<file path="src/include/bbd_defs.vh">
`ifndef BBD_DEFS_VH
`define BBD_DEFS_VH

// -----------------------------------------------------------------
// opcodes
// -----------------------------------------------------------------
`define BBD_OP_INDIRECT_JUMP   8'h73
`define BBD_OP_JUMP_ACC_ZERO   8'h60
`define BBD_OP_JUMP_ACC_NZERO  8'h70
`define BBD_OP_JUMP_CARRY      8'h40
`define BBD_OP_JUMP_NO_CARRY   8'h50
`define BBD_OP_JUMP_BIT_SET    8'h20
`define BBD_OP_JUMP_BIT_CLEAR  8'h30
`define BBD_OP_TEST_CLEAR      8'h10
`define BBD_OP_CMP_ACC_DIRECT  8'hB5
`define BBD_OP_CMP_ACC_IMM     8'hB4
`define BBD_OP_CMP_IND_R0      8'hB6
`define BBD_OP_CMP_IND_R1      8'hB7
`define BBD_OP_CMP_REG_BASE    8'hB8
`define BBD_OP_DEC_REG_BASE    8'hD8
`define BBD_OP_DEC_DIRECT      8'hD5
`define BBD_OP_AND_BIT         8'h82
`define BBD_OP_AND_INV_BIT     8'hB0
`define BBD_OP_OR_BIT          8'h72
`define BBD_OP_OR_INV_BIT      8'hA0
`define BBD_OP_COPY_BIT_CARRY  8'hA2
`define BBD_OP_COPY_CARRY_BIT  8'h92

// -----------------------------------------------------------------
// field positions and lengths
// -----------------------------------------------------------------
`define BBD_REG_SEL_MSB        2
`define BBD_REG_GROUP_MASK     8'hF8
`define BBD_LEN_ONE            2'h1
`define BBD_LEN_TWO            2'h2
`define BBD_LEN_THREE          2'h3

// -----------------------------------------------------------------
// execution times in machine cycles
// -----------------------------------------------------------------
`define BBD_CYC_ONE            3'h1
`define BBD_CYC_TWO            3'h2
`define BBD_CYC_THREE          3'h3
`define BBD_CYC_FOUR           3'h4

`endif

</file>
<file path="src/rtl/bbd_branch_bit_decoder.v">
// Summary of operation
// - 0x73 one byte, 2 cycles, pc = acc+pointer
// - 0x60 two bytes, 3 cycles, branch if acc zero
// - 0x70 two bytes, 3 cycles, branch if acc nonzero
// - 0x40 two bytes, 3 cycles, branch if carry
// - 0x50 two bytes, 3 cycles, branch if no carry
// - 0x20 three bytes, 4 cycles, branch if bit set
// - 0x30 three bytes, 4 cycles, branch if bit clear
// - 0x10 three bytes, 4 cycles, branch, clear set bit
// - 0xB5 three bytes, 4 cycles, branch if differ
// - 0xB4 three bytes, 4 cycles, branch if differ
// - 0xB8-0xBF register compare, 4 cycles, unequal branch
// - 0xB6/0xB7 indirect compare, 4 cycles, unequal branch
// - 0xD8-0xDF register decrement, 3 cycles, nonzero branch
// - 0xD5 direct decrement, write back, nonzero branch
// - 0x82 and bit into carry, 2 cycles
// - 0xB0 and inverse bit into carry
// - 0x72 or bit into carry, 2 cycles
// - 0xA0 or inverse bit into carry
// - 0xA2 copy bit to carry, 2 cycles
// - 0x92 copy carry to bit, 3 cycles
`include "bbd_defs.vh"

module bbd_branch_bit_decoder (
    input  wire        REF_CLK_I,
    input  wire        RESET_N_I,
    input  wire        INSTR_VALID_I,
    output wire        INSTR_READY_O,
    input  wire [7:0]  OPCODE_I,
    input  wire [7:0]  OPERAND1_I,
    input  wire [7:0]  OPERAND2_I,
    input  wire [15:0] PC_I,
    input  wire [7:0]  ACC_I,
    input  wire [15:0] DATA_POINTER_I,
    input  wire        CARRY_I,
    input  wire [1:0]  BANK_I,
    output wire        BYTE_RD_EN_O,
    output wire [7:0]  BYTE_RD_ADDR_O,
    input  wire [7:0]  BYTE_RD_DATA_I,
    output wire        BIT_RD_EN_O,
    output wire [7:0]  BIT_RD_ADDR_O,
    input  wire        BIT_RD_DATA_I,
    output reg         BYTE_WR_EN_O,
    output reg  [7:0]  BYTE_WR_ADDR_O,
    output reg  [7:0]  BYTE_WR_DATA_O,
    output reg         BIT_WR_EN_O,
    output reg  [7:0]  BIT_WR_ADDR_O,
    output reg         BIT_WR_DATA_O,
    output reg         CARRY_WR_EN_O,
    output reg         CARRY_O,
    output reg         DONE_O,
    output reg         TAKEN_O,
    output reg         UNKNOWN_O,
    output reg  [15:0] NEXT_PC_O
);

    // -----------------------------------------------------------------
    // instruction classes
    // -----------------------------------------------------------------
    localparam [4:0] C_NONE   = 5'h00;
    localparam [4:0] C_IJMP   = 5'h01;
    localparam [4:0] C_JZ     = 5'h02;
    localparam [4:0] C_JNZ    = 5'h03;
    localparam [4:0] C_JC     = 5'h04;
    localparam [4:0] C_JNC    = 5'h05;
    localparam [4:0] C_JB     = 5'h06;
    localparam [4:0] C_JNB    = 5'h07;
    localparam [4:0] C_JBC    = 5'h08;
    localparam [4:0] C_CMPD   = 5'h09;
    localparam [4:0] C_CMPA   = 5'h0A;
    localparam [4:0] C_CMPR   = 5'h0B;
    localparam [4:0] C_CMPI   = 5'h0C;
    localparam [4:0] C_DECR   = 5'h0D;
    localparam [4:0] C_DECD   = 5'h0E;
    localparam [4:0] C_ANDB   = 5'h0F;
    localparam [4:0] C_ANDN   = 5'h10;
    localparam [4:0] C_ORB    = 5'h11;
    localparam [4:0] C_ORN    = 5'h12;
    localparam [4:0] C_B2C    = 5'h13;
    localparam [4:0] C_C2B    = 5'h14;

    localparam       S_IDLE   = 1'b0;
    localparam       S_BUSY   = 1'b1;

    // -----------------------------------------------------------------
    // decode: {class, length, cycles}
    // -----------------------------------------------------------------
    function [9:0] decode;
        input [7:0] op;
        begin
            decode = {C_NONE, `BBD_LEN_ONE, `BBD_CYC_ONE};
            if ((op & `BBD_REG_GROUP_MASK) == `BBD_OP_CMP_REG_BASE)
                decode = {C_CMPR, `BBD_LEN_THREE, `BBD_CYC_FOUR};
            else if ((op & `BBD_REG_GROUP_MASK) == `BBD_OP_DEC_REG_BASE)
                decode = {C_DECR, `BBD_LEN_TWO, `BBD_CYC_THREE};
            else begin
                case (op)
                    `BBD_OP_INDIRECT_JUMP:  decode = {C_IJMP, `BBD_LEN_ONE, `BBD_CYC_TWO};
                    `BBD_OP_JUMP_ACC_ZERO:  decode = {C_JZ, `BBD_LEN_TWO, `BBD_CYC_THREE};
                    `BBD_OP_JUMP_ACC_NZERO: decode = {C_JNZ, `BBD_LEN_TWO, `BBD_CYC_THREE};
                    `BBD_OP_JUMP_CARRY:     decode = {C_JC, `BBD_LEN_TWO, `BBD_CYC_THREE};
                    `BBD_OP_JUMP_NO_CARRY:  decode = {C_JNC, `BBD_LEN_TWO, `BBD_CYC_THREE};
                    `BBD_OP_JUMP_BIT_SET:   decode = {C_JB, `BBD_LEN_THREE, `BBD_CYC_FOUR};
                    `BBD_OP_JUMP_BIT_CLEAR: decode = {C_JNB, `BBD_LEN_THREE, `BBD_CYC_FOUR};
                    `BBD_OP_TEST_CLEAR:     decode = {C_JBC, `BBD_LEN_THREE, `BBD_CYC_FOUR};
                    `BBD_OP_CMP_ACC_DIRECT: decode = {C_CMPD, `BBD_LEN_THREE, `BBD_CYC_FOUR};
                    `BBD_OP_CMP_ACC_IMM:    decode = {C_CMPA, `BBD_LEN_THREE, `BBD_CYC_FOUR};
                    `BBD_OP_CMP_IND_R0,
                    `BBD_OP_CMP_IND_R1:     decode = {C_CMPI, `BBD_LEN_THREE, `BBD_CYC_FOUR};
                    `BBD_OP_DEC_DIRECT:     decode = {C_DECD, `BBD_LEN_THREE, `BBD_CYC_FOUR};
                    `BBD_OP_AND_BIT:        decode = {C_ANDB, `BBD_LEN_TWO, `BBD_CYC_TWO};
                    `BBD_OP_AND_INV_BIT:    decode = {C_ANDN, `BBD_LEN_TWO, `BBD_CYC_TWO};
                    `BBD_OP_OR_BIT:         decode = {C_ORB, `BBD_LEN_TWO, `BBD_CYC_TWO};
                    `BBD_OP_OR_INV_BIT:     decode = {C_ORN, `BBD_LEN_TWO, `BBD_CYC_TWO};
                    `BBD_OP_COPY_BIT_CARRY: decode = {C_B2C, `BBD_LEN_TWO, `BBD_CYC_TWO};
                    `BBD_OP_COPY_CARRY_BIT: decode = {C_C2B, `BBD_LEN_TWO, `BBD_CYC_THREE};
                    default:                decode = {C_NONE, `BBD_LEN_ONE, `BBD_CYC_ONE};
                endcase
            end
        end
    endfunction

    // -----------------------------------------------------------------
    // state
    // -----------------------------------------------------------------
    reg        state_q;
    reg [2:0]  cnt_q;
    reg [4:0]  cls_q;
    reg [1:0]  len_q;
    reg [2:0]  cyc_q;
    reg [7:0]  op_q;
    reg [7:0]  opnd1_q;
    reg [7:0]  opnd2_q;
    reg [15:0] pc_q;
    reg [7:0]  acc_q;
    reg [15:0] data_pointer_q;
    reg        carry_q;
    reg [1:0]  bank_q;
    reg [7:0]  data_q;
    reg        bit_q;

    wire [9:0] dec_w   = decode(OPCODE_I);
    wire       accept  = (state_q == S_IDLE) && INSTR_VALID_I;
    assign INSTR_READY_O = (state_q == S_IDLE);

    wire [7:0] reg_addr  = {3'h0, bank_q, op_q[`BBD_REG_SEL_MSB:0]};
    wire [7:0] ind_addr  = {3'h0, bank_q, 2'h0, op_q[0]};
    wire       in_first  = (state_q == S_BUSY) && (cnt_q == 3'h1);
    wire       in_second = (state_q == S_BUSY) && (cnt_q == 3'h2);

    // -----------------------------------------------------------------
    // operand reads, zero-latency: data is valid in the strobe cycle
    // -----------------------------------------------------------------
    wire rd_direct = (cls_q == C_CMPD) || (cls_q == C_DECD);
    wire rd_reg    = (cls_q == C_CMPR) || (cls_q == C_DECR);
    wire rd_ind    = (cls_q == C_CMPI);
    wire rd_bit    = (cls_q == C_JB) || (cls_q == C_JNB) || (cls_q == C_JBC) ||
                     (cls_q == C_ANDB) || (cls_q == C_ANDN) || (cls_q == C_ORB) ||
                     (cls_q == C_ORN) || (cls_q == C_B2C);

    // indirect compare needs two reads: pointer register, then target
    assign BYTE_RD_EN_O   = (in_first && (rd_direct || rd_reg || rd_ind)) ||
                            (in_second && rd_ind);
    assign BYTE_RD_ADDR_O = in_second ? data_q :
                            rd_direct ? opnd1_q :
                            rd_reg    ? reg_addr : ind_addr;
    assign BIT_RD_EN_O    = in_first && rd_bit;
    assign BIT_RD_ADDR_O  = opnd1_q;

    // -----------------------------------------------------------------
    // result evaluation
    // -----------------------------------------------------------------
    reg        take;
    reg        carry_we;
    reg        carry_new;
    reg        bwr;
    reg        bwr_val;
    reg        ywr;
    reg [7:0]  rel;
    wire [7:0] dec_val = data_q - 8'h01;
    wire       bit_now = in_first ? BIT_RD_DATA_I : bit_q; // two-cycle bit ops finish in their read cycle
    // offset is relative to the address after the whole instruction
    wire [15:0] seq_pc = pc_q + {14'h0, len_q};

    always @* begin
        take      = 1'b0;
        carry_we  = 1'b0;
        carry_new = carry_q;
        bwr       = 1'b0;
        bwr_val   = 1'b0;
        ywr       = 1'b0;
        rel       = (len_q == `BBD_LEN_THREE) ? opnd2_q : opnd1_q;
        case (cls_q)
            C_JZ:   take = (acc_q == 8'h00);
            C_JNZ:  take = (acc_q != 8'h00);
            C_JC:   take = carry_q;
            C_JNC:  take = ~carry_q;
            C_JB:   take = bit_q;
            C_JNB:  take = ~bit_q;
            C_JBC: begin
                take    = bit_q;
                bwr     = bit_q;
                bwr_val = 1'b0;
            end
            C_CMPD: take = (data_q != acc_q);
            C_CMPA: take = (opnd1_q != acc_q);
            C_CMPR: take = (data_q != opnd1_q);
            C_CMPI: take = (data_q != opnd1_q);
            C_DECR: begin
                take = (dec_val != 8'h00);
                ywr  = 1'b1;
            end
            C_DECD: begin
                take = (dec_val != 8'h00);
                ywr  = 1'b1;
            end
            C_ANDB: begin
                carry_we  = 1'b1;
                carry_new = carry_q & bit_now;
            end
            C_ANDN: begin
                carry_we  = 1'b1;
                carry_new = carry_q & ~bit_now;
            end
            C_ORB: begin
                carry_we  = 1'b1;
                carry_new = carry_q | bit_now;
            end
            C_ORN: begin
                carry_we  = 1'b1;
                carry_new = carry_q | ~bit_now;
            end
            C_B2C: begin
                carry_we  = 1'b1;
                carry_new = bit_now;
            end
            C_C2B: begin
                bwr     = 1'b1;
                bwr_val = carry_q;
            end
            default: take = 1'b0;
        endcase
    end

    wire [15:0] rel_ext = {{8{rel[7]}}, rel};
    wire [15:0] tgt_pc  = (cls_q == C_IJMP) ? ({8'h00, acc_q} + data_pointer_q) : (seq_pc + rel_ext);
    wire        jump    = (cls_q == C_IJMP) || take;
    wire        finish  = (state_q == S_BUSY) && (cnt_q == cyc_q - 3'h1);

    // -----------------------------------------------------------------
    // sequencer: outputs land in the last cycle of the instruction
    // -----------------------------------------------------------------
    always @(posedge REF_CLK_I or negedge RESET_N_I) begin
        if (!RESET_N_I) begin
            state_q        <= S_IDLE;
            cnt_q          <= 3'h0;
            cls_q          <= C_NONE;
            len_q          <= 2'h0;
            cyc_q          <= 3'h0;
            op_q           <= 8'h00;
            opnd1_q        <= 8'h00;
            opnd2_q        <= 8'h00;
            pc_q           <= 16'h0000;
            acc_q          <= 8'h00;
            data_pointer_q         <= 16'h0000;
            carry_q        <= 1'b0;
            bank_q         <= 2'h0;
            data_q         <= 8'h00;
            bit_q          <= 1'b0;
            DONE_O         <= 1'b0;
            TAKEN_O        <= 1'b0;
            UNKNOWN_O      <= 1'b0;
            NEXT_PC_O      <= 16'h0000;
            CARRY_WR_EN_O  <= 1'b0;
            CARRY_O        <= 1'b0;
            BIT_WR_EN_O    <= 1'b0;
            BIT_WR_ADDR_O  <= 8'h00;
            BIT_WR_DATA_O  <= 1'b0;
            BYTE_WR_EN_O   <= 1'b0;
            BYTE_WR_ADDR_O <= 8'h00;
            BYTE_WR_DATA_O <= 8'h00;
        end else begin
            DONE_O        <= 1'b0;
            TAKEN_O       <= 1'b0;
            UNKNOWN_O     <= 1'b0;
            CARRY_WR_EN_O <= 1'b0;
            BIT_WR_EN_O   <= 1'b0;
            BYTE_WR_EN_O  <= 1'b0;
            case (state_q)
                S_IDLE: begin
                    if (accept) begin
                        {cls_q, len_q, cyc_q} <= dec_w;
                        op_q    <= OPCODE_I;
                        opnd1_q <= OPERAND1_I;
                        opnd2_q <= OPERAND2_I;
                        pc_q    <= PC_I;
                        acc_q   <= ACC_I;
                        data_pointer_q  <= DATA_POINTER_I;
                        carry_q <= CARRY_I;
                        bank_q  <= BANK_I;
                        cnt_q   <= 3'h1;
                        // unknown opcodes retire in one cycle, pc steps by one
                        if (dec_w[9:5] == C_NONE) begin
                            DONE_O    <= 1'b1;
                            UNKNOWN_O <= 1'b1;
                            NEXT_PC_O <= PC_I + 16'h0001;
                        end else begin
                            state_q <= S_BUSY;
                        end
                    end
                end
                S_BUSY: begin
                    cnt_q <= cnt_q + 3'h1;
                    if (in_first) begin
                        data_q <= BYTE_RD_DATA_I;
                        bit_q  <= BIT_RD_DATA_I;
                    end
                    if (in_second && rd_ind)
                        data_q <= BYTE_RD_DATA_I;
                    if (finish) begin
                        // full count is spent whether or not the branch goes
                        DONE_O         <= 1'b1;
                        TAKEN_O        <= jump;
                        NEXT_PC_O      <= jump ? tgt_pc : seq_pc;
                        CARRY_WR_EN_O  <= carry_we;
                        CARRY_O        <= carry_new;
                        BIT_WR_EN_O    <= bwr;
                        BIT_WR_ADDR_O  <= opnd1_q;
                        BIT_WR_DATA_O  <= bwr_val;
                        BYTE_WR_EN_O   <= ywr;
                        BYTE_WR_ADDR_O <= (cls_q == C_DECR) ? reg_addr : opnd1_q;
                        BYTE_WR_DATA_O <= dec_val;
                    end
                    if (cnt_q == cyc_q)
                        state_q <= S_IDLE;
                end
                default: state_q <= S_IDLE;
            endcase
        end
    end

endmodule // bbd_branch_bit_decoder

</file>
<file path="config.mk">
export PLATFORM = sky130hd
export DESIGN_NAME = bbd_branch_bit_decoder
export DESIGN_NICKNAME = d
export VERILOG_FILES = /design/src/rtl/bbd_branch_bit_decoder.v
export VERILOG_INCLUDE_DIRS = /design/src /design/src/include
export SDC_FILE = /design/constraint.sdc
export NUM_CORES = 1
export LEC_CHECK = 0
export ABC_AREA = 1
export ABC_CLOCK_PERIOD_IN_PS = 4900
export BUFFER_PORTS_ARGS = -buffer_cell sky130_fd_sc_hd__clkbuf_2
export CORE_AREA = 2 2 177 179
export DETAILED_ROUTE_END_ITERATION = 8
export DIE_AREA = 0 0 179 181
export GPL_ROUTABILITY_DRIVEN = 0
export PLACE_DENSITY_LB_ADDON = 0.25
export SLEW_MARGIN = 20
export SYNTH_ARGS = -nofsm -noshare
export SYNTH_HDL_FRONTEND = slang
export SYNTH_SLANG_ARGS = --single-unit
</file>
<file path="constraint.sdc">
create_clock -name REF_CLK_I -period 4.9 [get_ports REF_CLK_I]
set_clock_uncertainty 0.05 [all_clocks]
set_input_delay 0.98 -clock REF_CLK_I [delete_from_list [all_inputs] [get_ports REF_CLK_I]]
set_output_delay 0.98 -clock REF_CLK_I [all_outputs]
set_load 0.1 [all_outputs]
</file>
==> summary.md <==
| Metric | Value |
|---|---|
| Most used DFF post-synth | dfrtp_1 |
| Die area | 0.0324 mm^2 |
| Grt ovf | 0 |
| Critical path's slowest cell | nor2_1 |
| Initial DRC count | 706 |
| TritonCTS clock tree | done |
| Via count of the first global-routing pass | 8,671 |
| Largest cells by area after synthesis | dfrtp_1 (37%), nand2_1 (16%), o21ai_0 (6.7%) |
| Finished Core Util | 35.5% |
| Buffers on Ports | 145 |
| Share of Yosys cell area claimed by the top area cell type | 36.9% |
| Sequential Power Share | 23.2% |
| Post-CTS setup buffer count | 0 |
| Worst path max stage delay | 0.52 ns |
| Sw Share | 56.6% |
| EDFF count, synth | 0 |
| # DRC | 0 |
| CTS max path bufs | 2 |
| First-pass GRT wire length | 46,000 um |
| Initial Utilization | 29.8% |
| Worst VDD drop | 0.000505 V |
| Die width | 179 um |
| Initial antenna violation count | 0 |
| Drt via density | 4.85 |
| Via count | 8,986 |
| Post-synthesis instance area | 0.00903 mm^2 |
| Htree depth | 4 |
| Cell Chain, Critical Path | inv_2 -> nand3_1 -> nor2_1 -> nor2_1 -> inv_1 -> nand2_1 -> a31oi_1 -> clkbuf_2 |
| Commonest non-fill, non-tap cell in the layout | nand2_1 |
| #FFs+latches synth | 133 |
| Pin count of the biggest net entering global routing | 110 |
| Clock power share | 16.6% |
| Critical path capture point type | primary output |
| Buffers plus inverters on the worst setup path | 3 |
| Crit path DAT | 2.74 ns |
| Status | finished clean |
| Area growth syn-to-layout | 19.3% |
| Async S/R FF share, synth | 100% |
| I/O Pins | 146 |
| Final Setup Violations | 0 |
| Slew headroom | 26.7% |
| Internal power | 3.67 mW |
| Synth Area per Inst | 6.88 um^2 |
| Layout Cells excl Fill | 1,854 |
| Comb pwr share | 60.2% |
| Drt pass-1 iters | 5 |
| Avg WL per Cell | 15.6 um |
| Mapped Cells | 1,312 |
| Die height | 181 um |
| Pleak | 5.56 nW |
| Net Switching | 4.78 mW |
| Hold Path Class | register to register |
| Overall Global Routing Usage | 18.0% |
| Cell family with most CP delay | simple AND/OR/NAND/NOR gates |
| Root Driver | clkbuf_16 |
| Ys Warns | 0 |
| Setup TNS | 0 ns |
| Placed instance count | 1,822 |
| Syn_nets | 1,426 |
| Ant diodes | 0 |
| CP most frequent cell | nor2_1 |
| Register area share after synthesis | 36.9% |
| Number of max-cap violations | 0 |
| CTS buffer count | 17 |
| CORE AREA | 0.0303 mm^2 |
| CTS sink cnt | 133 |
| Power Density | 785 mW/mm^2 |
| Critical path fanouts, max | 9 |
| Final antenna-violating net count | 0 |
| Final cycle utilization of the critical path | 76.9% |
| Final wirelength | 29,000 um |
| Share of cells above drive strength 1 | 14.7% |
| RSZ-0062 raised after global routing | false |
| Synth area leader | dfrtp_1 |
| CP Launch Type | register |
| Final critical-path required period | 3.77 ns |
| Yosys cell types | 46 |
| Fin. Hold Viols | 0 |
| Least-Margin Pin Slew | 1.10 ns |
| Placement Rows | 64 |
| Detail Placement HPWL | 22,100 um |
| Fin nets | 1,559 |
| Max frequency | 265 MHz |
| # fillers | 3,265 |
| Hold Buf Count CTS | 0 |
| Post-cts sizing count | 0 |
| Tot Pwr | 8.45 mW |
| Clk slew on worst S/H paths | 0.07 ns |
| Kind of critical path | register to primary output |
| Max Slew Vio Count | 0 |
| Clk_lat worst skew | 0.42 ns |
| Most frequent cells in the layout | nand2_1 (394), inv_1 (144), clkbuf_2 (144) |
| Worst path required time | 3.87 ns |
==> kinds of logic after synthesis <==
family | after synthesis | share of synthesized area (%)
simple gates | 694 | 33.0
compound gates | 234 | 14.1
buf+inv | 188 | 8.24
flops | 133 | 36.9
fa+ha+maj | 35 | 5.10
xor+xnor | 27 | 2.62
mux | 1 | 0.111
==> synthesized netlist by cell type (2+ instances only) <==
cell        n
buf_2       4
o211ai_1    5
nand3b_1    2
nand2_4     3
a21oi_1    68
nor2_2      4
inv_1     144
or2_2       4
nor2_1    129
fa_1        3
a211oi_1    3
nand3_2     5
nor3_1     12
nor4_1      7
o21ai_0   121
nor3b_1     2
nand3_1    91
o21a_1      3
nand3_4     3
a21o_1      5
dfrtp_1   133
clkbuf_1   28
a21oi_2     3
nand2_1   394
o21ai_1     4
nand4_1    34
o31ai_1     4
inv_2       5
buf_6       4
o22ai_1     3
xor2_1     19
xnor2_1     8
ha_1       32
a31oi_1    11
==> power by group through the flow <==
stage	Combinational [mW]	Sequential [mW]	Clock, mW
floorplan	2.72	3.15	0
global placement	5.03	1.98	0
detailed placement	5.06	1.97	0
CTS	5.09	1.96	1.43
global route	5.63	2.02	1.48
finish	5.09	1.96	1.40
==> path summary, 6_finish.rpt <==
| check | startpoint | slack, ns | cells past startpoint | to |
|---|---|---|---|---|
| max | cls_q[4] | 1.13 | 8 | BYTE_RD_ADDR_O[2] |
| min | opnd2_q[0] | 0.43 | 2 | opnd2_q[0] |
| max reg2reg | len_q[0] | 1.51 | 21 | NEXT_PC_O[15] |
| min reg2reg | opnd2_q[0] | 0.43 | 2 | opnd2_q[0] |
| max in group asynchronous | RESET_N_I | 3.26 | 2 | data_pointer_q[13] |
| min in group asynchronous | RESET_N_I | 0.64 | 1 | op_q[1] |
==> layout make-up <==
cell class	count	area, um^2	share of cell area [%]
repair buffers	152	787	7.31
flip-flops and latches	133	3330	30.9
multi-input cells	991	4960	46.1
well taps	396	495	4.60
clock buffers	17	425	3.95
inverters	150	563	5.23
clock inverters	15	209	1.94
==> metal layers <==
layer  wire length (um)  track usage, %  vias up
met5                  0               0        -
met4                403            4.52        0
met3               1450            3.09       21
met2              12900            27.6      212
met1              14300            26.2     4192
li1                   -               -     4561
==> sequential cells by signal, summed over array words and instances, names as in the netlist, 5 cells and up <==
register	cells
BYTE_WR_DATA_O	8
data_pointer_q	16
pc_q	16
NEXT_PC_O	16
opnd2_q	8
acc_q	8
cls_q	5
BIT_WR_ADDR_O	8
BIT_RD_ADDR_O	8
data_q	8
BYTE_WR_ADDR_O	8
==> metrics by stage <==
step | hold slack [ns] | setup slack, ns | cell area [um^2]
5_1_grt | 0.454 | 0.869 | 10800
4_1_cts | 0.432 | 1.09 | 10800
6_report | 0.430 | 1.13 | 10800
2_1_floorplan | 0.393 | 0.725 | 9030
3_5_place_dp | 0.418 | 1.50 | 10100
3_3_place_gp | 0.406 | 1.60 | 10100
==> worst register-to-register path: cells and delay by family (launching register included) <==
family	cells	cell delay, ns
AOI/OAI and AO/OA	4	0.75
buffers and inverters	1	0.06
xor gates and xnor gates	1	0.19
DFF	1	0.40
and+or+nand+nor	12	0.91
adders and majority gates	3	0.97
(Power assumes the default switching activity.)
